[src/hw/tpc_cfg.svh]
// Purpose: Addresses, field positions, reset values and clock codes.
// Assumes: The system clock is the peripheral clock fxx.
// Notes: The clock-source codes are kept here so that they can be remapped.
`ifndef TPC_CFG_SVH
`define TPC_CFG_SVH

`define TPC_ADDR_EDGE_CLK 32'hfffff216
`define TPC_ADDR_CLK_EXT 32'hfffff21e
`define TPC_RESET_BYTE 8'h00
`define TPC_EDGE_CLK_MASK 8'hf3
`define TPC_CLK_EXT_MASK 8'h01

`define TPC_EB_HI 7
`define TPC_EB_LO 6
`define TPC_EA_HI 5
`define TPC_EA_LO 4
`define TPC_CODE_B1 1
`define TPC_CODE_B0 0
`define TPC_CODE_B2 0

`define TPC_EDGE_FALL 2'h0
`define TPC_EDGE_RISE 2'h1
`define TPC_EDGE_BAD 2'h2
`define TPC_EDGE_BOTH 2'h3

`define TPC_CODE_DIV2 3'h0
`define TPC_CODE_DIV4 3'h1
`define TPC_CODE_DIV16 3'h2
`define TPC_CODE_DIV32 3'h3
`define TPC_CODE_DIV128 3'h4
`define TPC_CODE_DIV256 3'h5
`define TPC_CODE_EXT 3'h6
`define TPC_CODE_BAD 3'h7

`define TPC_MASK_DIV2 8'h01
`define TPC_MASK_DIV4 8'h03
`define TPC_MASK_DIV16 8'h0f
`define TPC_MASK_DIV32 8'h1f
`define TPC_MASK_DIV128 8'h7f
`define TPC_MASK_DIV256 8'hff

`endif

[src/hw/tpc_pkg.sv]
// Purpose: Types shared by the timer files.
// Assumes: Nothing beyond the configuration header.
// Notes: Each module keeps all its state in one struct from here.
package tpc_pkg;
	typedef enum logic [2:0] {
		TPC_STOP = 3'h0,
		TPC_INTERVAL = 3'h1,
		TPC_PPG = 3'h2,
		TPC_CAP_SINGLE = 3'h3,
		TPC_CAP_DUAL = 3'h4,
		TPC_CAP_RESTART = 3'h5
	} tpc_mode_e;

	typedef struct packed {
		logic [7:0] cnt;
	} tpc_pre_s;

	typedef struct packed {
		logic s0;
		logic s1;
		logic level;
		logic primed;
		logic evt;
	} tpc_flt_s;

	typedef struct packed {
		logic [7:0] edge_clk;
		logic [7:0] clk_ext;
		logic [15:0] count;
		logic [15:0] cap0;
		logic [15:0] cap1;
		logic irq0;
		logic irq1;
		logic tout;
		logic [7:0] rdata;
	} tpc_main_s;
endpackage

[src/hw/tpc_edge_filter.sv]
// Purpose: Two-sample noise filter and valid-edge detector for one input.
// Assumes: pin is synchronous to clk.
// Notes: Until first enabled after reset the settled level is held at 0.
`timescale 1ns/1ps
`include "tpc_cfg.svh"
module tpc_edge_filter (
	input wire logic clk,
	input wire logic srst,
	input wire logic pin,
	input wire logic sample,
	input wire logic run,
	input wire logic [1:0] edge_sel,
	output logic evt
);
	import tpc_pkg::*;
	tpc_flt_s q;
	tpc_flt_s next_q;
	logic settle;
	logic hit;

	always_comb begin
		next_q = q;
		next_q.evt = 1'b0;
		settle = (q.s0 == q.s1) && (q.s1 != q.level);
		hit = 1'b0;
		unique case (edge_sel) // see [RQ3] [RQ4]
			`TPC_EDGE_FALL: hit = !q.s1;
			`TPC_EDGE_RISE: hit = q.s1;
			`TPC_EDGE_BAD: hit = 1'b0;
			`TPC_EDGE_BOTH: hit = 1'b1;
		endcase
		if (sample) begin
			next_q.s0 = pin;
			next_q.s1 = q.s0;
			// Stopped after the first run, the level tracks quietly so that
			// restarting does not report a stale edge.
			if (settle && (run || q.primed)) begin // see [RQ17] [RQ10]
				next_q.level = q.s1;
				next_q.evt = run && hit;
			end
		end
		if (run) begin
			next_q.primed = 1'b1;
		end
		if (srst) begin
			next_q = '0;
		end
	end

	always_ff @(posedge clk) begin
		q <= next_q;
	end

	assign evt = q.evt;
endmodule

[src/hw/tpc_prescale.sv]
// Purpose: Divides fxx and picks the count-clock tick for a clock code.
// Assumes: clk is fxx.
// Notes: Ticks are one-cycle strobes; the external and barred codes give no tick, but tick_fast still runs.
`timescale 1ns/1ps
`include "tpc_cfg.svh"
module tpc_prescale (
	input wire logic clk,
	input wire logic srst,
	input wire logic [2:0] code,
	output logic tick,
	output logic tick_fast
);
	import tpc_pkg::*;
	tpc_pre_s q;
	tpc_pre_s next_q;
	logic [7:0] mask;
	logic use_div;

	always_comb begin
		mask = `TPC_MASK_DIV2;
		use_div = 1'b1;
		unique case (code)
			`TPC_CODE_DIV2: mask = `TPC_MASK_DIV2;
			`TPC_CODE_DIV4: mask = `TPC_MASK_DIV4;
			`TPC_CODE_DIV16: mask = `TPC_MASK_DIV16;
			`TPC_CODE_DIV32: mask = `TPC_MASK_DIV32;
			`TPC_CODE_DIV128: mask = `TPC_MASK_DIV128;
			`TPC_CODE_DIV256: mask = `TPC_MASK_DIV256;
			`TPC_CODE_EXT: use_div = 1'b0;
			`TPC_CODE_BAD: use_div = 1'b0;
		endcase
		next_q = q;
		next_q.cnt = q.cnt + 8'h01;
		if (srst) begin
			next_q.cnt = 8'h00;
		end
	end

	always_ff @(posedge clk) begin
		q <= next_q;
	end

	assign tick = use_div && ((q.cnt & mask) == mask); // see [RQ5] [RQ6]
	assign tick_fast = q.cnt[0];
endmodule

[src/hw/tpc_timer.sv]
// Purpose: 16-bit timer with prescaler, interval, pulse and capture modes.
// Assumes: Byte bus writes and reads; mode and compares come on plain ports.
// Notes: Registers other than the two selects are plain ports, not mapped.
`timescale 1ns/1ps
`include "tpc_cfg.svh"
// How it works
// [RQ1] Reset clears both clock-select registers to zero.
// [RQ2] Both select registers are written by byte accesses on the bus.
// [RQ3] Bits 7:6 pick the second input's edge: fall, rise, both; 10 barred.
// [RQ4] Bits 5:4 pick the first input's edge likewise; 10 barred.
// [RQ5] Three-bit clock code; 000 is fxx/2 and 001 is fxx/4.
// [RQ6] Other codes give fxx/16, /32, /128, /256, external edge, one barred.
// [RQ7] External clock pulses must last over two fxx/2 periods.
// [RQ8] Software must not reuse the counting edge as trigger or capture.
// [RQ9] Software stops the timer before writing a select register.
// [RQ10] High input after reset gives an edge at once; not after restart.
// [RQ11] Interval mode: match with compare zero clears count and flags irq.
// [RQ12] Pulse mode: compare zero sets period, compare one sets width.
// [RQ13] Single capture: first input edge loads capture one and flags irq.
// [RQ14] Single capture uses the bits 7:6 edge field for the first input.
// [RQ15] Dual capture: first input edge, bits 5:4, loads capture one.
// [RQ16] Dual capture: second input edge, bits 7:6, loads capture zero.
// [RQ17] Inputs sampled at count clock; two equal samples before capture.
// [RQ18] Width measured free-running or by restarting on first input edge.
// [RQ19] Clock codes are named constants; the barred code holds the count.
// [RQ20] Unused select bits read as zero and ignore writes.
module tpc_timer (
	input wire logic clk,
	input wire logic srst,
	input wire logic [31:0] bus_addr,
	input wire logic bus_wr,
	input wire logic bus_rd,
	input wire logic [7:0] bus_wdata,
	output logic [7:0] bus_rdata,
	input wire tpc_pkg::tpc_mode_e timer_mode_ctrl,
	input wire logic [15:0] compare_zero,
	input wire logic [15:0] compare_one,
	input wire logic capture_pin_a_ch1,
	input wire logic capture_pin_b_ch1,
	output logic [15:0] counter_value,
	output logic [15:0] compare_capture_zero,
	output logic [15:0] compare_capture_one,
	output logic irq_match_zero,
	output logic irq_capture_one,
	output logic timer_output_pin
);
	import tpc_pkg::*;
	tpc_main_s q;
	tpc_main_s next_q;
	logic [2:0] clock_code;
	logic [1:0] edge_sel_a;
	logic [1:0] edge_sel_b;
	logic [1:0] sel_pin_a;
	logic pre_tick;
	logic fast_tick;
	logic sample_tick;
	logic count_tick;
	logic run;
	logic evt_a;
	logic evt_b;
	logic hit_edge;
	logic hit_ext;
	logic match0;

	assign clock_code = {q.clk_ext[`TPC_CODE_B2], // see [RQ5]
		q.edge_clk[`TPC_CODE_B1:`TPC_CODE_B0]};
	assign edge_sel_a = q.edge_clk[`TPC_EA_HI:`TPC_EA_LO]; // see [RQ4]
	assign edge_sel_b = q.edge_clk[`TPC_EB_HI:`TPC_EB_LO]; // see [RQ3]
	// Single capture takes its edge from the bits 7:6 field.
	assign sel_pin_a = (timer_mode_ctrl == TPC_CAP_SINGLE) ? // see [RQ14]
		edge_sel_b : edge_sel_a;
	assign run = (timer_mode_ctrl != TPC_STOP);
	// The external source is filtered at fxx/2, which is why its pulses
	// must outlast two of those periods.
	assign sample_tick = (clock_code == `TPC_CODE_EXT) ? // see [RQ7] [RQ17]
		fast_tick : pre_tick;

	tpc_prescale u_prescale (
		.clk(clk),
		.srst(srst),
		.code(clock_code),
		.tick(pre_tick),
		.tick_fast(fast_tick)
	);

	tpc_edge_filter u_filter_a (
		.clk(clk),
		.srst(srst),
		.pin(capture_pin_a_ch1),
		.sample(sample_tick),
		.run(run),
		.edge_sel(sel_pin_a),
		.evt(evt_a)
	);

	tpc_edge_filter u_filter_b (
		.clk(clk),
		.srst(srst),
		.pin(capture_pin_b_ch1),
		.sample(sample_tick),
		.run(run),
		.edge_sel(edge_sel_b),
		.evt(evt_b)
	);

	// With the external code the first input's edge is the count clock, so
	// hit_edge masks it off and it is never also used to capture.
	assign hit_ext = (clock_code == `TPC_CODE_EXT); // see [RQ8]
	assign hit_edge = evt_a && !hit_ext;
	// The barred code yields no tick, so the counter holds.
	assign count_tick = hit_ext ? evt_a : pre_tick; // see [RQ19]
	assign match0 = (q.count == compare_zero);

	always_comb begin
		next_q = q;
		next_q.irq0 = 1'b0;
		next_q.irq1 = 1'b0;
		next_q.rdata = 8'h00;
		// Writes while running are not guarded; software stops first.
		if (bus_wr && (bus_addr == `TPC_ADDR_EDGE_CLK)) begin // see [RQ2] [RQ9]
			next_q.edge_clk = bus_wdata & `TPC_EDGE_CLK_MASK; // see [RQ20]
		end
		if (bus_wr && (bus_addr == `TPC_ADDR_CLK_EXT)) begin // see [RQ2]
			next_q.clk_ext = bus_wdata & `TPC_CLK_EXT_MASK; // see [RQ20]
		end
		if (bus_rd && (bus_addr == `TPC_ADDR_EDGE_CLK)) begin
			next_q.rdata = q.edge_clk;
		end
		if (bus_rd && (bus_addr == `TPC_ADDR_CLK_EXT)) begin
			next_q.rdata = q.clk_ext;
		end
		unique case (timer_mode_ctrl)
			TPC_STOP: begin
				next_q.count = 16'h0000;
			end
			TPC_INTERVAL, TPC_PPG: begin
				if (count_tick) begin
					if (match0) begin // see [RQ11] [RQ12]
						next_q.count = 16'h0000;
						next_q.irq0 = 1'b1;
					end else begin
						next_q.count = q.count + 16'h0001;
					end
				end
			end
			TPC_CAP_SINGLE: begin
				if (count_tick) begin
					next_q.count = q.count + 16'h0001;
				end
				if (hit_edge) begin // see [RQ13] [RQ18]
					next_q.cap1 = q.count;
					next_q.irq1 = 1'b1;
				end
			end
			TPC_CAP_DUAL: begin
				if (count_tick) begin
					next_q.count = q.count + 16'h0001;
				end
				if (hit_edge) begin // see [RQ15]
					next_q.cap1 = q.count;
					next_q.irq1 = 1'b1;
				end
				if (evt_b) begin // see [RQ16]
					next_q.cap0 = q.count;
					next_q.irq0 = 1'b1;
				end
			end
			TPC_CAP_RESTART: begin
				if (count_tick) begin
					next_q.count = q.count + 16'h0001;
				end
				// The capture takes the old value before the restart.
				if (hit_edge) begin // see [RQ18]
					next_q.cap1 = q.count;
					next_q.irq1 = 1'b1;
					next_q.count = 16'h0000;
				end
			end
			default: begin
				next_q.count = 16'h0000;
			end
		endcase
		// High while the count is below the width, low for the rest.
		next_q.tout = (timer_mode_ctrl == TPC_PPG) && // see [RQ12]
			(next_q.count < compare_one);
		if (srst) begin
			next_q = '0; // see [RQ1]
			next_q.edge_clk = `TPC_RESET_BYTE;
			next_q.clk_ext = `TPC_RESET_BYTE;
		end
	end

	always_ff @(posedge clk) begin
		q <= next_q;
	end

	assign bus_rdata = q.rdata;
	assign counter_value = q.count;
	assign compare_capture_zero = q.cap0;
	assign compare_capture_one = q.cap1;
	assign irq_match_zero = q.irq0;
	assign irq_capture_one = q.irq1;
	assign timer_output_pin = q.tout;
endmodule

[config.mk]
export PLATFORM = sky130hd
export DESIGN_NAME = tpc_timer
export DESIGN_NICKNAME = d
export VERILOG_FILES = /design/src/hw/tpc_pkg.sv /design/src/hw/tpc_edge_filter.sv /design/src/hw/tpc_prescale.sv /design/src/hw/tpc_timer.sv
export VERILOG_INCLUDE_DIRS = /design/src /design/src/hw
export SDC_FILE = /design/constraint.sdc
export NUM_CORES = 1
export LEC_CHECK = 0
export BUFFER_PORTS_ARGS = -buffer_cell sky130_fd_sc_hd__buf_2
export CAP_MARGIN = 20
export CORE_AREA = 3 3 145 91
export DETAILED_ROUTE_END_ITERATION = 10
export DIE_AREA = 0 0 148 94
export PLACE_DENSITY = 0.57
export RECOVER_POWER = 25
export SYNTH_ARGS = -nofsm -noshare
export SYNTH_HDL_FRONTEND = slang
export SYNTH_SLANG_ARGS = --single-unit
[constraint.sdc]
create_clock -name clk -period 3.8 [get_ports clk]
set_input_delay 0.76 -clock clk [delete_from_list [all_inputs] [get_ports clk]]
set_output_delay 0.76 -clock clk [all_outputs]
set_load 0.02 [all_outputs]
# Word level (Yosys, flattened, before mapping)
# Index checks and enable logic that the tools add are counted.
[op_classes] add_sub_neg=2 magnitude_cmp=1 eq_ne=26 muxes=19 bitwise_logic=6 reduce_logical=33
[op_table] op="$eq 32x32->1 const B" count=2
[op_table] op="$mux 16" count=4
[op_table] op="$pmux 16 s3" count=1
[op_table] op="$pmux 8 s5" count=1
[op_table] op="$eq 3x3->1 const B" count=6
[op_table] op="$add 16x1->16 const B" count=1
[op_table] op="$eq 16x16->1" count=1
[op_table] op="$lt 16x16->1" count=1
[op_table] op="$logic_and 1x1->1" count=13
[op_table] op="$eq 3x2->1 const B" count=4
[op_table] op="$reduce_or 3->1" count=4
[op_table] op="$reduce_or 2->1" count=5
[op_table] op="$mux 1" count=9
[op_table] op="$add 8x1->8 const B" count=1
[op_table] op="$and 8x8->8" count=1
[op_table] op="$eq 2x2->1 const B" count=4
[op_table] op="$eq 8x8->1" count=1
[op_table] op="$pmux 1 s4" count=2
[op_table] op="$reduce_and 2->1" count=4
[op_table] op="$eq 3x1->1 const B" count=2
[op_table] op="$not 1->1" count=5
[op_table] op="$eq 2x1->1 const B" count=2
[op_table] op="$logic_not 2->1" count=2
[op_table] op="$logic_not 1->1" count=3
[op_table] op="6 further kinds" count=8
[totals] reg_bits=83 output_inout_bits=59

# Longest topological paths before layout
[depth] depth_word=11 ltp_mapped=15

# Modules after synthesis
# A second synthesis with hierarchy kept.
[hier_totals] cells_unflattened=470 hier_area_um2=4127.7
[by_module_without_submodules] mod="tpc_timer" n_inst=1 cells_each=387 area_each_um2=3343.2 seq_area_each_um2=1281.2
[by_module_without_submodules] mod="tpc_edge_filter" n_inst=2 cells_each=21 area_each_um2=209.0 seq_area_each_um2=100.1
[by_module_without_submodules] mod="tpc_prescale" n_inst=1 cells_each=41 area_each_um2=366.6 seq_area_each_um2=160.2

# Least setup slack after synthesis
# No wires, ideal clock.
[synth_path] path_type="input to register" from="input port compare_zero[15]" to="register q, in the netlist timer_output_pin" setup_time_ns=0.120 arrival_time_ns=2.949 required_time_ns=3.680 setup_slack_ns=0.731 path_stages=13 path_buffers=1 path_cell_list="xor2_1 -> nor4_1 -> nand4_1 -> nor2_2 -> o31a_4 -> buf_2 -> nor2_1 -> ha_1 -> nand4_1 -> or2_2 -> nor2_1 -> nand4_1 -> o31a_1"
[synth_between] elab_chain_len=6
[synth_lines] element="from (decl)" line="tpc_timer.sv:36" source="input wire logic [15:0] compare_zero,"
[synth_lines] element="$eq 16x16->1" line="tpc_timer.sv:112" source="assign match0 = (q.count == compare_zero);"
[synth_lines] element="$mux 16" line="tpc_timer.sv:138" source="if (match0) begin"
[synth_lines] element="$mux 16" line="tpc_timer.sv:137" source="if (count_tick) begin"
[synth_lines] element="$pmux 16 s3" line="tpc_timer.sv:132" source="unique case (timer_mode_ctrl)"
[synth_lines] element="$lt 16x16->1" line="tpc_timer.sv:185" source="(next_q.count < compare_one);"
[synth_lines] element="$logic_and 1x1->1" line="tpc_timer.sv:184" source="next_q.tout = (timer_mode_ctrl == TPC_PPG) &&"
[synth_lines] element="to (signal assigned)" line="tpc_timer.sv:194" source="q <= next_q;"
[synth_lines] element="to (decl)" line="tpc_timer.sv:48" source="tpc_main_s q;"
# No other way between the ends.
# A chain may end at the register's enable or synchronous reset.

# Worst setup path after layout
[layout_path] from="register q, in the netlist clock_code[1]" to="register q, in the netlist timer_output_pin"
[layout_between] elab_chain_len=11
[layout_lines] element="$eq 3x3->1, or another cell as far along" line="tpc_prescale.sv:22" source="unique case (code)"
[layout_lines] element="$pmux 8 s5" line="tpc_prescale.sv:22"
[layout_lines] element="$and 8x8->8" line="tpc_prescale.sv:43" source="assign tick = use_div && ((q.cnt & mask) == mask);"
[layout_lines] element="$eq 8x8->1" line="tpc_prescale.sv:43"
[layout_lines] element="$logic_and 1x1->1" line="tpc_prescale.sv:43"
[layout_lines] element="$mux 1" line="tpc_timer.sv:111" source="assign count_tick = hit_ext ? evt_a : pre_tick;"
[layout_lines] element="$mux 16" line="tpc_timer.sv:147, tpc_timer.sv:156, tpc_timer.sv:169"
[layout_lines] element="$mux 16" line="tpc_timer.sv:173" source="if (hit_edge) begin"
[layout_lines] element="$pmux 16 s3 *" line="tpc_timer.sv:132"
[layout_lines] element="$lt 16x16->1 *" line="tpc_timer.sv:185"
[layout_lines] element="$logic_and 1x1->1 *" line="tpc_timer.sv:184"
# Mark *: on every way between the ends. The rest lies on a longest branch, timed or not.

==> results.yml <==
power:
  pwr_density_cell_nw_per_um2: 353
  max-vdd-ir-drop_mv: 0.205
  leakage_nw: 2.41
  report.power.total_mw: 1.85
global_route:
  grt_first_pass_wirelength_um: 18000
  grt-ovfl-total: 0
  groute.usage.overall_pct: 16.6
  grt_pass1_vias: 3528
  grt_max_degree: 39
  grt_antenna_before_repair: 1
synthesis:
  synth_cell_types: 51
  synth_flop_cell: "dfxtp_1"
  synth_largest_area_cell: "dfxtp_1"
  synth-edff-count: 0
  synth_seq_cells: 81
  synthArstFlopShare_pct: 0
  synth_area_leaders: "dfxtp_1 39%, mux2i_1 7.0%, nor2_1 6.1%"
  synth_top_area_share_pct: 39.1
  netlist_instances: 478
  synth_seq_area_share_pct: 39.1
  netlist_area_um2: 4150
  yosysWarnings: 0
  avgSynthCellArea_um2: 8.68
worst_setup_path:
  r2r_cells: 13
  crit_path_end_kind: "flop"
  crit_start: "clock_code[1]"
  crit_end: "timer_output_pin"
  start_kind: "flop"
  reg2reg_to: "timer_output_pin"
  reg2reg_from: "clock_code[1]"
  cp_max_fo: 25
  cp.arrival_ns: 3.82
  worstPathRequired_ns: 4.08
  critPathKind: "reg -> reg"
  rrSetupSlack_ns: 0.26
cts:
  clk_latency_ns: 0.34
  ctsResizeCount: 0
  cts_buffers: 9
  cts_buffer_depth: 2
  cts_root_buf: "clkbuf_16"
  holdBufCountCts: 0
  h-tree-depth: 3
  path_clk_slew_ns: 0.06
  cts_sinks: 81
  cts_tree: "yes"
  post_cts_buffers: 0
sta:
  fmax_mhz: 282
  clock_skew_ns: 0.00802
  max-slew-margin-rel_pct: -41.2
  drv_slew: 39
  rsz0062_at_grt: "false"
  setup_viol: 0
  worstMarginPinSlew_ns: 2.12
  final.period_utilization_pct: 93.3
  hold-worst-slack_ns: 0.461
  min_period_ns: 3.54
  setup_tns_ns: 0
  hold_viol_final: 0
place:
  hpwl_um: 9100
  gp_congestion: 0.839
  port_buffers: 135
  place_inst: 762
die:
  core_area_um2: 11900
  die_area_um2: 13900
  die_width_um: 148
  std_cell_rows: 31
  ios: 140
  die_y_um: 94
  initial_utilization_pct: 34.7
min_path:
  hp-start: "compare_capture_zero[3]"
  hold_path.class: "reg -> reg"
status:
  violations: "max-capacitance violations, max-slew violations"
  status: "finished with violations"
flow_run:
  max_cap_viol_count: 1
drt:
  drtPass1Iterations: 4
  drtIter0Drc: 228
  viasPerCell: 4.81
  vias: 3741
  routed_wl_um: 11800
  drc: 0
  ant_nets: 0
  wire_per_inst_um: 15.2
layout:
  antenna_cells: 0
  syn_to_final_growth_pct: 26.2
  nNetsFinal: 706
  finalNonFillerCells: 778
  drive_gt1_share_pct: 26.3
[how the worst min path moves through the flow]
stage / to / cells past startpoint
after floorplan: u_filter_b.q[1] / 2
after global placement: compare_capture_zero[10] / 2
after detailed placement: compare_capture_zero[3] / 2
after CTS: compare_capture_zero[3] / 2
after global routing: compare_capture_zero[3] / 2
final: compare_capture_zero[3] / 2
[cells in the final DEF (no fill, tap or decap), types with 14 or more instances in the layout]
master    synthesis  layout
nand2_1          43      43
nor2_1           67      67
buf_2             6     108
clkbuf_1         17      27
inv_1            20      20
dfxtp_1          81      81
xnor2_1          16      16
ha_1             17      17
nand3_1          14      14
nand4_1          14      14
xor2_1           21      21
a21oi_1          25      25
nor3_2           15      15
mux2i_1          29      29
[logic make-up (layout without fill, tap and decap cells)]
| family | count (synthesis) | after routing | synth area share, % |
|---|---|---|---|
| buf+inv | 50 | 184 | 5.46 |
| xor+xnor | 37 | 37 | 7.81 |
| simple gates | 212 | 212 | 26.9 |
| flops | 81 | 81 | 39.1 |
| mux | 29 | 29 | 7.00 |
| fa+ha+maj | 17 | 17 | 5.13 |
| compound gates | 51 | 51 | 8.57 |
| other cells | 1 | 2 | 0.0904 |
[sequential cells by signal (all words and copies together), names as in the netlist]
register and cells:
irq_match_zero 1, edge_sel_b 2, edge_sel_a 2, clock_code 3, compare_capture_one 16, u_filter_a.evt 1, u_filter_a.q 3, timer_output_pin 1
irq_capture_one 1, counter_value 16, compare_capture_zero 16, u_filter_b.evt 1, u_prescale.q 8, u_filter_b.q 4, bus_rdata 6
[worst max-delay path: stages (launching register included)]
cell	delay (ns)
dfxtp_1	0.43
nor2b_1	0.30
o32ai_4	0.14
a41oi_4	0.55
nor2_2	0.10
o31a_4	0.44
buf_4	0.22
nor2_1	0.13
ha_1	0.26
a21o_1	0.17
a21oi_1	0.21
o22ai_1	0.13
a211oi_1	0.22
o31a_1	0.18
[metal layers]
metal / part of all wire (%) / track usage, %
met1: 50 / 24.1
met2: 42 / 24.1
met3: 7.3 / 5.11
met4: 0.82 / 3.77
met5: 0.059 / 0
[area by class of cell]
| cell class | instances | area (um^2) |
|---|---|---|
| tap | 165 | 206 |
| clock buffer | 10 | 239 |
| clock inverter | 6 | 48.8 |
| timing repair buffer | 148 | 739 |
| sequential | 81 | 1620 |
| fill | 1253 | 6710 |
| inverter | 20 | 75.1 |
| multi-input combinational | 348 | 2300 |
[per-stage QoR]
step | util (%) | setup slack, ns | area [um^2]
after floorplan | - | 0.731 | 4150
after global placement | 41.7 | 0.0814 | 4980
after detailed placement | 41.7 | 0.0931 | 4980
after CTS | 44.1 | 0.299 | 5270
after global routing | 43.8 | 0.0464 | 5240
final | 43.8 | 0.256 | 5240
[where the power goes]
group          switching (mW)  internal, mW
Sequential            0.00785         0.856
Combinational          0.0829        0.0635
Clock                   0.372         0.467
Total                   0.463          1.39
[Yosys cell counts, drive strengths merged (9+ instances only)]
master  instances
mux2i          29
o21ai           9
inv            20
nor2           68
nand3          14
nand2          43
nor4           10
xnor2          16
buf            12
nand4          14
clkbuf         18
xor2           21
a21oi          25
dfxtp          81
nor3           27
ha             17
(Power assumes the default switching activity.)
